`config.mk`:
```
export PLATFORM = sky130hd
export DESIGN_NAME = lsmie_exec
export DESIGN_NICKNAME = d
export VERILOG_FILES = /design/src/hw/lsmie_pkg.sv /design/src/hw/lsmie_alu.sv /design/src/hw/lsmie_ptr.sv /design/src/hw/lsmie_exec.sv
export VERILOG_INCLUDE_DIRS = /design/src /design/src/hw
export SDC_FILE = /design/constraint.sdc
export NUM_CORES = 1
export LEC_CHECK = 0
export BUFFER_PORTS_ARGS = -buffer_cell sky130_fd_sc_hd__buf_4
export CORE_ASPECT_RATIO = 0.6
export CORE_MARGIN = 2
export CORE_UTILIZATION = 55
export CTS_CLUSTER_DIAMETER = 50
export CTS_CLUSTER_SIZE = 20
export DETAILED_ROUTE_END_ITERATION = 10
export PLACE_DENSITY = 0.86
export SLEW_MARGIN = 5
export SYNTH_ARGS = -nofsm -noshare
export SYNTH_HDL_FRONTEND = slang
export SYNTH_SLANG_ARGS = --single-unit
```
`constraint.sdc`:
```
create_clock -name mclk -period 4.4 [get_ports mclk]
set_input_delay 0.22 -clock mclk [delete_from_list [all_inputs] [get_ports mclk]]
set_output_delay 0.22 -clock mclk [all_outputs]
set_load 0.01 [all_outputs]
```
`src/hw/lsmie_map.svh`:
```
// offsets, field positions and reset values of the execution slice
// assumes an apb slave with 32-bit data and byte addresses
`ifndef LSMIE_MAP_SVH
`define LSMIE_MAP_SVH

// apb byte offsets, one aligned word each
`define LSMIE_OFS_CMD   8'h00
`define LSMIE_OFS_ACC   8'h04
`define LSMIE_OFS_STAT  8'h08
`define LSMIE_OFS_PTR0  8'h0c
`define LSMIE_OFS_PTR1  8'h10
`define LSMIE_OFS_RES   8'h14

// status word bit positions
`define LSMIE_STAT_CARRY 0
`define LSMIE_STAT_NULL  1
`define LSMIE_STAT_BUSY  2

// command word width and largest legal operation code
`define LSMIE_CMD_W      21
`define LSMIE_OP_LAST    3'h4

// file addresses that stand for the two indirect data ports
`define LSMIE_IND0_FADDR 7'h00
`define LSMIE_IND1_FADDR 7'h01

// reset values
`define LSMIE_ACC_RST    8'h00
`define LSMIE_PTR_RST    16'h0000

`endif

```
`src/hw/lsmie_pkg.sv`:
```
// types shared by the execution slice and its helpers
// assumes nothing beyond the map header for numbers
package lsmie_pkg;

	// operation codes of the command word
	typedef enum logic [2:0] {OP_OR, OP_LSL, OP_LSR, OP_MOV, OP_IND} lsmie_op_type;

	// pointer update modes of the indirect load
	typedef enum logic [1:0] {MODE_PRE_INC, MODE_PRE_DEC, MODE_POST_INC, MODE_POST_DEC} lsmie_mode_type;

	// command word as written over apb, msb first
	typedef struct packed {
		logic [5:0]    offset;
		lsmie_mode_type mode;
		logic          rel;
		logic          ptr_sel;
		logic [6:0]    faddr;
		logic          dest;
		lsmie_op_type  op;
	} lsmie_cmd_type;

	// alu answer
	typedef struct packed {
		logic [7:0] result;
		logic       carry;
		logic       carry_upd;
		logic       zero;
	} lsmie_alu_res_type;

	// request to the data memory
	typedef struct packed {
		logic [15:0] addr;
		logic        rd;
		logic        wr;
		logic [7:0]  wdata;
	} lsmie_mem_req_type;

	// sequencer states
	typedef enum logic [1:0] {ST_IDLE, ST_READ, ST_EXEC} lsmie_state_type;

endpackage : lsmie_pkg

```
`src/hw/lsmie_alu.sv`:
```
// combinational alu for or, shifts, move and indirect load
// assumes operands are stable while the sequencer executes
`timescale 1ns/100ps
module lsmie_alu (
	input  wire lsmie_pkg::lsmie_op_type      op,
	input  wire logic [7:0]                   acc,
	input  wire logic [7:0]                   fval,
	output lsmie_pkg::lsmie_alu_res_type      res
);
	wire logic [7:0] or_val;
	wire logic [7:0] shl_val;
	wire logic [7:0] shr_val;
	wire logic [7:0] sel_val;
	wire logic       is_shl;
	wire logic       is_shr;

	assign or_val  = acc | fval;
	assign shl_val = {fval[6:0], 1'b0};
	assign shr_val = {1'b0, fval[7:1]};
	assign is_shl  = (op == lsmie_pkg::OP_LSL);
	assign is_shr  = (op == lsmie_pkg::OP_LSR);

	// move and indirect load pass the fetched byte
	assign sel_val = (op == lsmie_pkg::OP_OR) ? or_val :
	                 is_shl ? shl_val :
	                 is_shr ? shr_val : fval;

	// carry from the bit shifted out
	assign res.result    = sel_val;
	assign res.carry     = is_shl ? fval[7] : fval[0];
	assign res.carry_upd = is_shl | is_shr;
	// null set only on zero result
	assign res.zero      = (sel_val == 8'h00);
endmodule : lsmie_alu

```
`src/hw/lsmie_ptr.sv`:
```
// effective address and next value of one file select pointer
// assumes 16-bit pointers and a 6-bit signed offset
`timescale 1ns/100ps
module lsmie_ptr (
	input  wire logic [15:0]                  ptr,
	input  wire lsmie_pkg::lsmie_mode_type    mode,
	input  wire logic                         rel,
	input  wire logic [5:0]                   offset,
	output logic [15:0]                       eff,
	output logic [15:0]                       nxt
);
	wire logic [15:0] inc;
	wire logic [15:0] dec;
	wire logic [15:0] rel_addr;
	wire logic [15:0] step;
	wire logic        pre;

	assign inc      = ptr + 16'h0001;
	assign dec      = ptr - 16'h0001;
	assign rel_addr = ptr + {{10{offset[5]}}, offset};

	// mode picks direction and pre or post
	assign step = (mode == lsmie_pkg::MODE_PRE_INC || mode == lsmie_pkg::MODE_POST_INC) ? inc : dec;
	assign pre  = (mode == lsmie_pkg::MODE_PRE_INC || mode == lsmie_pkg::MODE_PRE_DEC);

	assign eff = rel ? rel_addr : (pre ? step : ptr);
	assign nxt = rel ? ptr : step;
endmodule : lsmie_ptr

```
`src/hw/lsmie_exec.sv`:
```
// execution slice: or, shifts, move and indirect load of an 8-bit core
// assumes an apb master on mclk and a data memory that answers a read one cycle after mem_req.rd
//
// Functional notes
// - the or operation ors the accumulator with the file byte and updates only the null flag.
// - destination bit 0 writes the result to the accumulator, bit 1 back into the file byte.
// - the left shift puts bit 7 in carry, bits 6..0 into 7..1, zero into bit 0, and updates carry and null.
// - the right shift puts zero into bit 7, bits 7..1 into 6..0, bit 0 into carry, and updates carry and null.
// - the move copies the file byte to the destination and updates null; with bit 1 the byte stays unchanged.
// - the indirect load reads the byte at the chosen pointer's address into the accumulator and updates null.
// - the update mode picks pre-increment, pre-decrement, post-increment or post-decrement by one.
// - the relative form addresses pointer plus a signed offset of -32..31 and keeps the pointer.
// - the indirect data port holds no storage; accesses go to the address in its pointer.
// - each pointer spans 0000h..ffffh and wraps modulo 65536 on increment and decrement.
//
// Design decisions made here: the placing of the registers and the APB slave port.
`timescale 1ns/100ps
`include "lsmie_map.svh"
module lsmie_exec (
	input  wire logic                         mclk,
	input  wire logic                         rst,
	input  wire logic                         psel,
	input  wire logic                         penable,
	input  wire logic                         pwrite,
	input  wire logic [7:0]                   paddr,
	input  wire logic [31:0]                  pwdata,
	output logic [31:0]                       prdata,
	output logic                              pready,
	output logic                              pslverr,
	output lsmie_pkg::lsmie_mem_req_type      mem_req,
	input  wire logic [7:0]                   mem_rdata
);
	// offset hit, used by every register decode
	function automatic logic reg_hit(input logic [7:0] a, input logic [7:0] ofs);
		reg_hit = (a == ofs);
	endfunction : reg_hit

	// indirect ports map onto the pointers
	function automatic logic [15:0] file_to_data(input logic [6:0] f, input logic [15:0] p0,
	                                             input logic [15:0] p1);
		file_to_data = (f == `LSMIE_IND0_FADDR) ? p0 :
		               (f == `LSMIE_IND1_FADDR) ? p1 : {9'h000, f};
	endfunction : file_to_data

	lsmie_pkg::lsmie_state_type   state_r;
	lsmie_pkg::lsmie_state_type   state_nxt;
	lsmie_pkg::lsmie_cmd_type     cmd_r;
	lsmie_pkg::lsmie_mem_req_type mem_req_r;
	lsmie_pkg::lsmie_alu_res_type alu_res;
	logic [7:0]                   acc_r;
	logic [7:0]                   res_r;
	logic                         carry_r;
	logic                         null_r;
	logic [31:0]                  prdata_r;
	logic [15:0]                  ptr_r [2];

	wire lsmie_pkg::lsmie_cmd_type cmd_in;
	wire logic                     apb_access;
	wire logic                     apb_wr;
	wire logic                     busy;
	wire logic                     cmd_hit;
	wire logic                     op_ok;
	wire logic                     mapped;
	wire logic                     accept;
	wire logic                     exec;
	wire logic                     write_back;
	wire logic                     acc_load;
	wire logic [15:0]              sel_ptr;
	wire logic [15:0]              ind_eff;
	wire logic [15:0]              ind_nxt;
	wire logic [15:0]              data_addr;
	wire logic [31:0]              rd_mux;
	wire logic [1:0]               ptr_wr;
	wire logic [1:0]               ptr_step;

	// apb decode and handshake
	assign cmd_in     = lsmie_pkg::lsmie_cmd_type'(pwdata[`LSMIE_CMD_W-1:0]);
	assign apb_access = psel & penable;
	assign busy       = (state_r != lsmie_pkg::ST_IDLE) | mem_req_r.wr;
	assign cmd_hit    = reg_hit(paddr, `LSMIE_OFS_CMD);
	assign op_ok      = (pwdata[2:0] <= `LSMIE_OP_LAST);
	assign mapped     = cmd_hit | reg_hit(paddr, `LSMIE_OFS_ACC) | reg_hit(paddr, `LSMIE_OFS_STAT) |
	                    reg_hit(paddr, `LSMIE_OFS_PTR0) | reg_hit(paddr, `LSMIE_OFS_PTR1) |
	                    reg_hit(paddr, `LSMIE_OFS_RES);
	// a command write waits while an operation is in flight
	assign pready     = ~(psel & pwrite & cmd_hit & busy);
	// unmapped addresses, bad codes and writes to read-only words are errors
	assign pslverr    = apb_access & pready & (~mapped | (pwrite & cmd_hit & ~op_ok) |
	                    (pwrite & (reg_hit(paddr, `LSMIE_OFS_STAT) | reg_hit(paddr, `LSMIE_OFS_RES))));
	assign apb_wr     = apb_access & pready & pwrite;
	assign accept     = apb_wr & cmd_hit & op_ok;
	assign prdata     = prdata_r;

	// pointer helper for the indirect load
	assign sel_ptr = ptr_r[cmd_in.ptr_sel];
	lsmie_ptr u_ptr (
		.ptr    (sel_ptr),
		.mode   (cmd_in.mode),
		.rel    (cmd_in.rel),
		.offset (cmd_in.offset),
		.eff    (ind_eff),
		.nxt    (ind_nxt)
	);

	// indirect load uses the pointer address
	assign data_addr = (cmd_in.op == lsmie_pkg::OP_IND) ? ind_eff :
	                   file_to_data(cmd_in.faddr, ptr_r[0], ptr_r[1]);

	// pointer write and step enables
	genvar g;
	generate
		for (g = 0; g < 2; g++) begin : g_ptr_en
			assign ptr_wr[g]   = apb_wr & reg_hit(paddr, g ? `LSMIE_OFS_PTR1 : `LSMIE_OFS_PTR0);
			assign ptr_step[g] = accept & (cmd_in.op == lsmie_pkg::OP_IND) & ~cmd_in.rel &
			                     (cmd_in.ptr_sel == 1'(g));
		end
	endgenerate

	// pointer storage, one word each
	generate
		for (g = 0; g < 2; g++) begin : g_ptr
			always_ff @(posedge mclk) begin
				if (rst) begin
					ptr_r[g] <= `LSMIE_PTR_RST;
				end else if (ptr_wr[g]) begin
					ptr_r[g] <= pwdata[15:0];
				end else if (ptr_step[g]) begin
					ptr_r[g] <= ind_nxt;
				end
			end
		end
	endgenerate

	// alu on the fetched byte
	lsmie_alu u_alu (
		.op   (cmd_r.op),
		.acc  (acc_r),
		.fval (mem_rdata),
		.res  (alu_res)
	);

	// execute decode
	assign exec       = (state_r == lsmie_pkg::ST_EXEC);
	// move with bit 1 only tests the byte
	// bit 1 writes the file byte back for or and the shifts
	assign write_back = exec & cmd_r.dest & (cmd_r.op != lsmie_pkg::OP_IND) & (cmd_r.op != lsmie_pkg::OP_MOV);
	assign acc_load   = exec & ((cmd_r.op == lsmie_pkg::OP_IND) | ~cmd_r.dest);

	// sequencer next state
	always_comb begin
		state_nxt = state_r;
		case (state_r)
			lsmie_pkg::ST_IDLE: begin
				if (accept) begin
					state_nxt = lsmie_pkg::ST_READ;
				end
			end
			lsmie_pkg::ST_READ: state_nxt = lsmie_pkg::ST_EXEC;
			lsmie_pkg::ST_EXEC: state_nxt = lsmie_pkg::ST_IDLE;
			default:            state_nxt = lsmie_pkg::ST_IDLE;
		endcase
	end

	// sequencer state and latched command
	always_ff @(posedge mclk) begin
		if (rst) begin
			state_r <= lsmie_pkg::ST_IDLE;
			cmd_r   <= '0;
		end else begin
			state_r <= state_nxt;
			if (accept) begin
				cmd_r <= cmd_in;
			end
		end
	end

	// memory request: read at accept, write back after execute
	always_ff @(posedge mclk) begin
		if (rst) begin
			mem_req_r <= '0;
		end else if (accept) begin
			mem_req_r.addr <= data_addr;
			mem_req_r.rd   <= 1'b1;
			mem_req_r.wr   <= 1'b0;
		end else begin
			mem_req_r.rd <= 1'b0;
			mem_req_r.wr <= write_back;
			if (write_back) begin
				mem_req_r.wdata <= alu_res.result;
			end
		end
	end
	assign mem_req = mem_req_r;

	// accumulator: apb write or instruction result
	always_ff @(posedge mclk) begin
		if (rst) begin
			acc_r <= `LSMIE_ACC_RST;
		end else if (acc_load) begin
			acc_r <= alu_res.result;
		end else if (apb_wr & reg_hit(paddr, `LSMIE_OFS_ACC)) begin
			acc_r <= pwdata[7:0];
		end
	end

	always_ff @(posedge mclk) begin
		if (rst) begin
			null_r  <= 1'b0;
			carry_r <= 1'b0;
			res_r   <= 8'h00;
		end else if (exec) begin
			null_r <= alu_res.zero;
			res_r  <= alu_res.result;
			if (alu_res.carry_upd) begin
				carry_r <= alu_res.carry;
			end
		end
	end

	// read mux, captured in the setup phase
	assign rd_mux = reg_hit(paddr, `LSMIE_OFS_CMD)  ? {11'h000, cmd_r} :
	                reg_hit(paddr, `LSMIE_OFS_ACC)  ? {24'h000000, acc_r} :
	                reg_hit(paddr, `LSMIE_OFS_STAT) ? {29'h00000000, busy, null_r, carry_r} :
	                reg_hit(paddr, `LSMIE_OFS_PTR0) ? {16'h0000, ptr_r[0]} :
	                reg_hit(paddr, `LSMIE_OFS_PTR1) ? {16'h0000, ptr_r[1]} :
	                reg_hit(paddr, `LSMIE_OFS_RES)  ? {24'h000000, res_r} : 32'h00000000;

	// read data register
	always_ff @(posedge mclk) begin
		if (rst) begin
			prdata_r <= 32'h00000000;
		end else if (psel & ~penable) begin
			prdata_r <= rd_mux;
		end
	end
endmodule : lsmie_exec

```
# --- Yosys cells after proc, flatten, opt, wreduce, memory -nomap -nowiden ---
# Memories as Yosys holds them, arrays and structs flattened.
# Index checks and enable logic that the tools add are counted.
totals:
  register_bits: 99
  mem_bits_rw: 32
  inputBits: 53
  out_inout_bits: 60
  elab_cells: 142
  memories: 1
classes:
  addsub: 3
  order_cmp: 1
  n_eq_ne: 17
  mux: 42
  n_bitwise: 48
  reduce_logical: 13
mem_list:
  columns: ["name", "depth", "word_bits", "rd", "rd_clocked_by_memory_dff", "write_ports", "line", "rtl"]
  rows:
  - ["ptr_r", 2, 16, 3, 0, 2, "lsmie_exec.sv:55", "logic [15:0] ptr_r [2];"]
op_table:
  columns: ["cell", "count"]
  rows:
  - ["two-way mux 16 bit", 15]
  - ["two-way mux 8 bit", 6]
  - ["AND 1 bit", 24]
  - ["two-way mux 21 bit", 1]
  - ["two-way mux 1 bit", 17]
  - ["adder 16 x 1 -> 16 bit, second input constant", 1]
  - ["adder 16 bit", 1]
  - ["equality test 8 x 4 -> 1 bit, second input constant", 2]
  - ["equality test 8 x 5 -> 1 bit, second input constant", 2]
  - ["zero test 8 bit", 2]
  - ["subtractor 16 x 1 -> 16 bit, second input constant", 1]
  - ["bitwise OR 1 bit", 15]
  - ["equality test 8 x 3 -> 1 bit, second input constant", 1]
  - ["NOT 1 bit", 8]
  - ["bitwise OR 8 bit", 1]
  - ["equality test 7 x 1 -> 1 bit, second input constant", 1]
  - ["zero test 7 bit", 1]
  - ["equality test 3 bit, second input constant", 2]
  - ["equality test 2 x 1 -> 1 bit, second input constant", 2]
  - ["equality test 2 bit, second input constant", 2]
  - ["zero test 2 bit", 2]
  - ["two-way mux 2 bit", 2]
  - ["case mux 2 bit (2 select lines)", 1]
  - ["AND reduction 2 bit", 2]
  - ["10 further kinds", 12]

# --- Longest topological paths before layout ---
logic_depth:
  word_depth: 16
  depth_mapped: 13
  ltp_nobuf: 12

# --- Hierarchy ---
# Synthesis repeated with hierarchy kept, for this count alone.
hier_totals:
  hier_cells: 1015
  hier_area_um2: 8430.6
by_module_without_submodules:
  columns: ["module", "instances", "cells_each", "area_per_inst_um2", "seq_area_each_um2"]
  rows:
  - ["lsmie_exec", 1, 654, 6037.0, 2722.6]
  - ["lsmie_ptr", 1, 288, 1971.9, 0.0]
  - ["lsmie_alu", 1, 73, 421.7, 0.0]

# --- Least setup slack after synthesis ---
# Ideal clock, no wire load.
synth_path:
  path_type: "in2reg"
  from: "in pwdata[11]"
  to: "reg mem_req_r (netlist bit mem_req[24])"
  setup_ps: 124
  arrival_ps: 3027
  required_time_ps: 4276
  path_slack_ps: 1249
  path_stages: 12
  path_buffers: 3
  cell_sequence: "buf_4 clkbuf_1 clkbuf_1 mux2_2 ha_1 a21o_1 a31o_2 a221oi_1 a21boi_0 xnor2_1 a221oi_1 o21ai_0"
synth_via:
  elab_chain_len: 6
  elab_cells_between_ends: 8
  cone_classes: "add/sub: 3; mux: 4; memory: 1"
synth_lines:
  columns: ["element", "line", "rtl"]
  rows:
  - ["start, declared", "lsmie_exec.sv:26", "input wire logic [31:0] pwdata,"]
  - ["memory (2 x 16 bit) (*)", null, null]
  - ["subtractor 16 x 1 -> 16 bit or adder 16 x 1 -> 16 bit (tied branches)", "lsmie_ptr.sv:19, lsmie_ptr.sv:18", null]
  - ["two-way mux 16 bit", "lsmie_ptr.sv:23", "assign step = (mode == lsmie_pkg::MODE_PRE_INC || mode == lsmie_pkg::MODE_POST_INC) ? inc : dec;"]
  - ["two-way mux 16 bit", "lsmie_ptr.sv:26", "assign eff = rel ? rel_addr : (pre ? step : ptr);"]
  - ["two-way mux 16 bit (*)", "lsmie_ptr.sv:26", null]
  - ["two-way mux 16 bit (*)", "lsmie_exec.sv:106", "assign data_addr = (cmd_in.op == lsmie_pkg::OP_IND) ? ind_eff :"]
  - ["end, declared", "lsmie_exec.sv:48", "lsmie_pkg::lsmie_mem_req_type mem_req_r;"]
# Every way passes the cells marked *; elsewhere a longest branch is shown, timed or not.
# A chain may end at the register's enable or synchronous reset.

==> reports/metrics.cfg <==
[clock_network]
clock_latency_ns=0.42
clk_path_buf_depth=2
postCtsSetupBuffers=0
cts_tree=done
numCtsBuffers=17
ctsResizeCount=0
cts-hold-fix-buffers=0
cts_num_sinks=120
cts-root-buf=clkbuf_16
htree_levels=4
clk_transition_reported_paths_ns=0.06

[synthesis]
ys_ff_latch=120
netlist_instances=981
synth_top_area_cell=dfxtp_1
yosysTopAreaCellShare_pct=22.1
synth_edf_count=32
yosys_warnings=0
avgSynthCellArea_um2=8.11
async_reset_ff_share_pct=0
syn-cell-area_mm2=0.00795
synth.distinct_cells=65
seq_area_frac_synth_pct=34.2
synthTopCellsByArea=dfxtp_1 (22%), edfxtp_1 (12%), nand2_1 (7.1%)
ys.flop_type=dfxtp_1

[die]
die_w_um=159
rows=33
design.core.area_mm2=0.0139
die-area_mm2=0.0155
io_pins=113
fp.dieH_um=97.2
start_util_pct=57.3

[setup_path]
r2r_end=mem_req[21]
start_kind=flop
reg2reg_slack_ns=1.14
critPathMaxFanout=5
crit_type=flop to flop
r2r_cells=10
path_buf_inv=1
required_ns=4.69
cp_num_cells=10
critPathLaunch=ptr_r[1][1]
arrival_ns=3.55
critical_path.max_stage_delay_ns=0.55
critical-path-top-delay-family=compound AO/OA/AOI/OAI gates
worstReg2RegStart=ptr_r[1][1]
path_cells=mux2i_1 > inv_1 > ha_1 > nand2_1 > o211ai_1 > a21boi_1 > o21ai_1 > xor2_1 > a221oi_1 > nor3_1
endpoint_kind=flop
endpoint=mem_req[21]
slowest_stage=mux2i_1

[sta]
finalCritPeriodShare_pct=74.1
report.final.slew_viol_count=0
setup_tns_ns=0
rsz0062_at_grt=false
hold_viol=0
setup_slack_ns=1.14
slew_headroom_pct=22.3
post-route-min-period_ns=3.26
max_freq_mhz=307
fin_skew_ns=0.00919
worst_pin_slew_ns=1.16
setup_viol=0

[routing]
avgViaCountPerCell=6.55
wl_met2_um=10500
highest_layer=met4
drc=0
routed_wl_um=25900
routedWlPerCell_um=20.9
first_pass_iters=11
drt-met1-wl_um=10700
ant_nets=0
vias=8112
met3_length_um=4070
drt-initial-drc-count=1163

[placement]
place_inst=1205
hpwl_um=18700
io_buffer_count=90
gp_congestion=0.966
preCtsSetupSlack_ns=1.07

[job]
maxCapViolations=0

[finish]
nets=1116
instances_no_fill=1238
layout_common_cells=nand2_1 (151), buf_4 (103), a21oi_1 (99), dfxtp_1 (88), nor2_1 (82)
areaGrowthSynthToFinish_pct=16.0
post_route_cells_drive_above_1_share_pct=15.9
layout_commonest_cell=nand2_1

[grt]
track_usage_pct=33.0
grt_max_degree=51
grt_overflow_total=0
antenna_found_initial=1
grt_pass1_wl_um=40600
grt_pass1_vias=7403

[min_path]
hold_depth=3
hold_path_class=input pin to flop

[run_status]
status=finished clean

[pwr]
ir_drop_mv=0.238
leakagePower_nw=3.53
power.density_mw_per_mm2=333

==> metal layers <==
| layer | GRT usage (%) | vias to the layer above |
|---|---|---|
| li1 | - | 3696 |
| met1 | 47.6 | 3709 |
| met2 | 46.1 | 635 |
| met3 | 11.1 | 72 |
| met4 | 10.8 | 0 |
| met5 | 0 | - |
==> how the worst min path moves through the flow <==
stage                    end  slack [ns]       from
CTS                 cmd_r[3]        0.09  pwdata[3]
global placement    cmd_r[7]        0.44   cmd_r[7]
global route        cmd_r[3]        0.10  pwdata[3]
floorplan           cmd_r[0]        0.36  pwdata[0]
detailed placement  cmd_r[5]        0.44   cmd_r[5]
finish              cmd_r[1]         0.1  pwdata[1]
==> stage by stage <==
stage / area (um2) / hold WS, ns / power [mW] / utilization [%]
after floorplan: 7990 / 0.360 / 1.52 / -
after global placement: 8630 / 0.438 / 1.66 / 62.2
after detailed placement: 8630 / 0.445 / 1.67 / 62.2
after CTS: 9220 / 0.0917 / 3.04 / 66.5
after global routing: 9220 / 0.102 / 3.15 / 66.5
final: 9230 / 0.0965 / 3.07 / 66.5
==> Yosys cell counts, types with 12 or more instances <==
library cell,count
nand3_1,17
clkbuf_1,52
nor2_1,82
a22o_1,23
dfxtp_1,88
o21ai_0,57
a21oi_1,99
nand2_1,151
o211ai_1,16
xnor2_1,21
inv_1,15
edfxtp_1,32
nor3_1,16
ha_1,29
mux2i_1,28
mux2_2,21
a211oi_1,28
a21o_1,12
nor2b_1,12
buf_2,12
buf_4,14
==> logic make-up after synthesis <==
family                   synth area share (%)
buffers and inverters                    5.47
AO/OA/AOI/OAI                            25.7
other                                  0.0471
AND/OR/NAND/NOR                          19.3
XOR/XNOR                                 3.41
adder cells (fa/ha/maj)                  5.07
multiplexers                             6.78
flip-flops                               34.2
==> power by group <==
part | internal (mW) | switching (mW) | leakage (nW)
sequential | 1.15 | 0.0139 | 1.03
combinational | 0.183 | 0.324 | 2.20
clock | 0.880 | 0.520 | 0.289
==> state kept, by name (all words and copies together), names as in the netlist <==
| signal | cells |
|---|---|
| carry_r | 1 |
| cmd_r | 21 |
| prdata | 21 |
| res_r | 8 |
| ptr_r | 32 |
| mem_req | 26 |
| state_r | 2 |
| null_r | 1 |
| acc_r | 8 |
==> layout make-up <==
class,instances,area (um2)
Tap cell,192,240
Multi-Input combinational cell,775,4840
Antenna cell,1,2.50
Timing Repair Buffer,103,773
Sequential cell,120,2720
Clock buffer,21,472
Clock inverter,11,118
Fill cell,1128,4650
Inverter,15,56.3
==> worst min-delay path, stage by stage <==
cell and delay [ns]:
buf_4 0.14, nand2_1 0.05, a21oi_1 0.05
(Power assumes the default switching activity.)
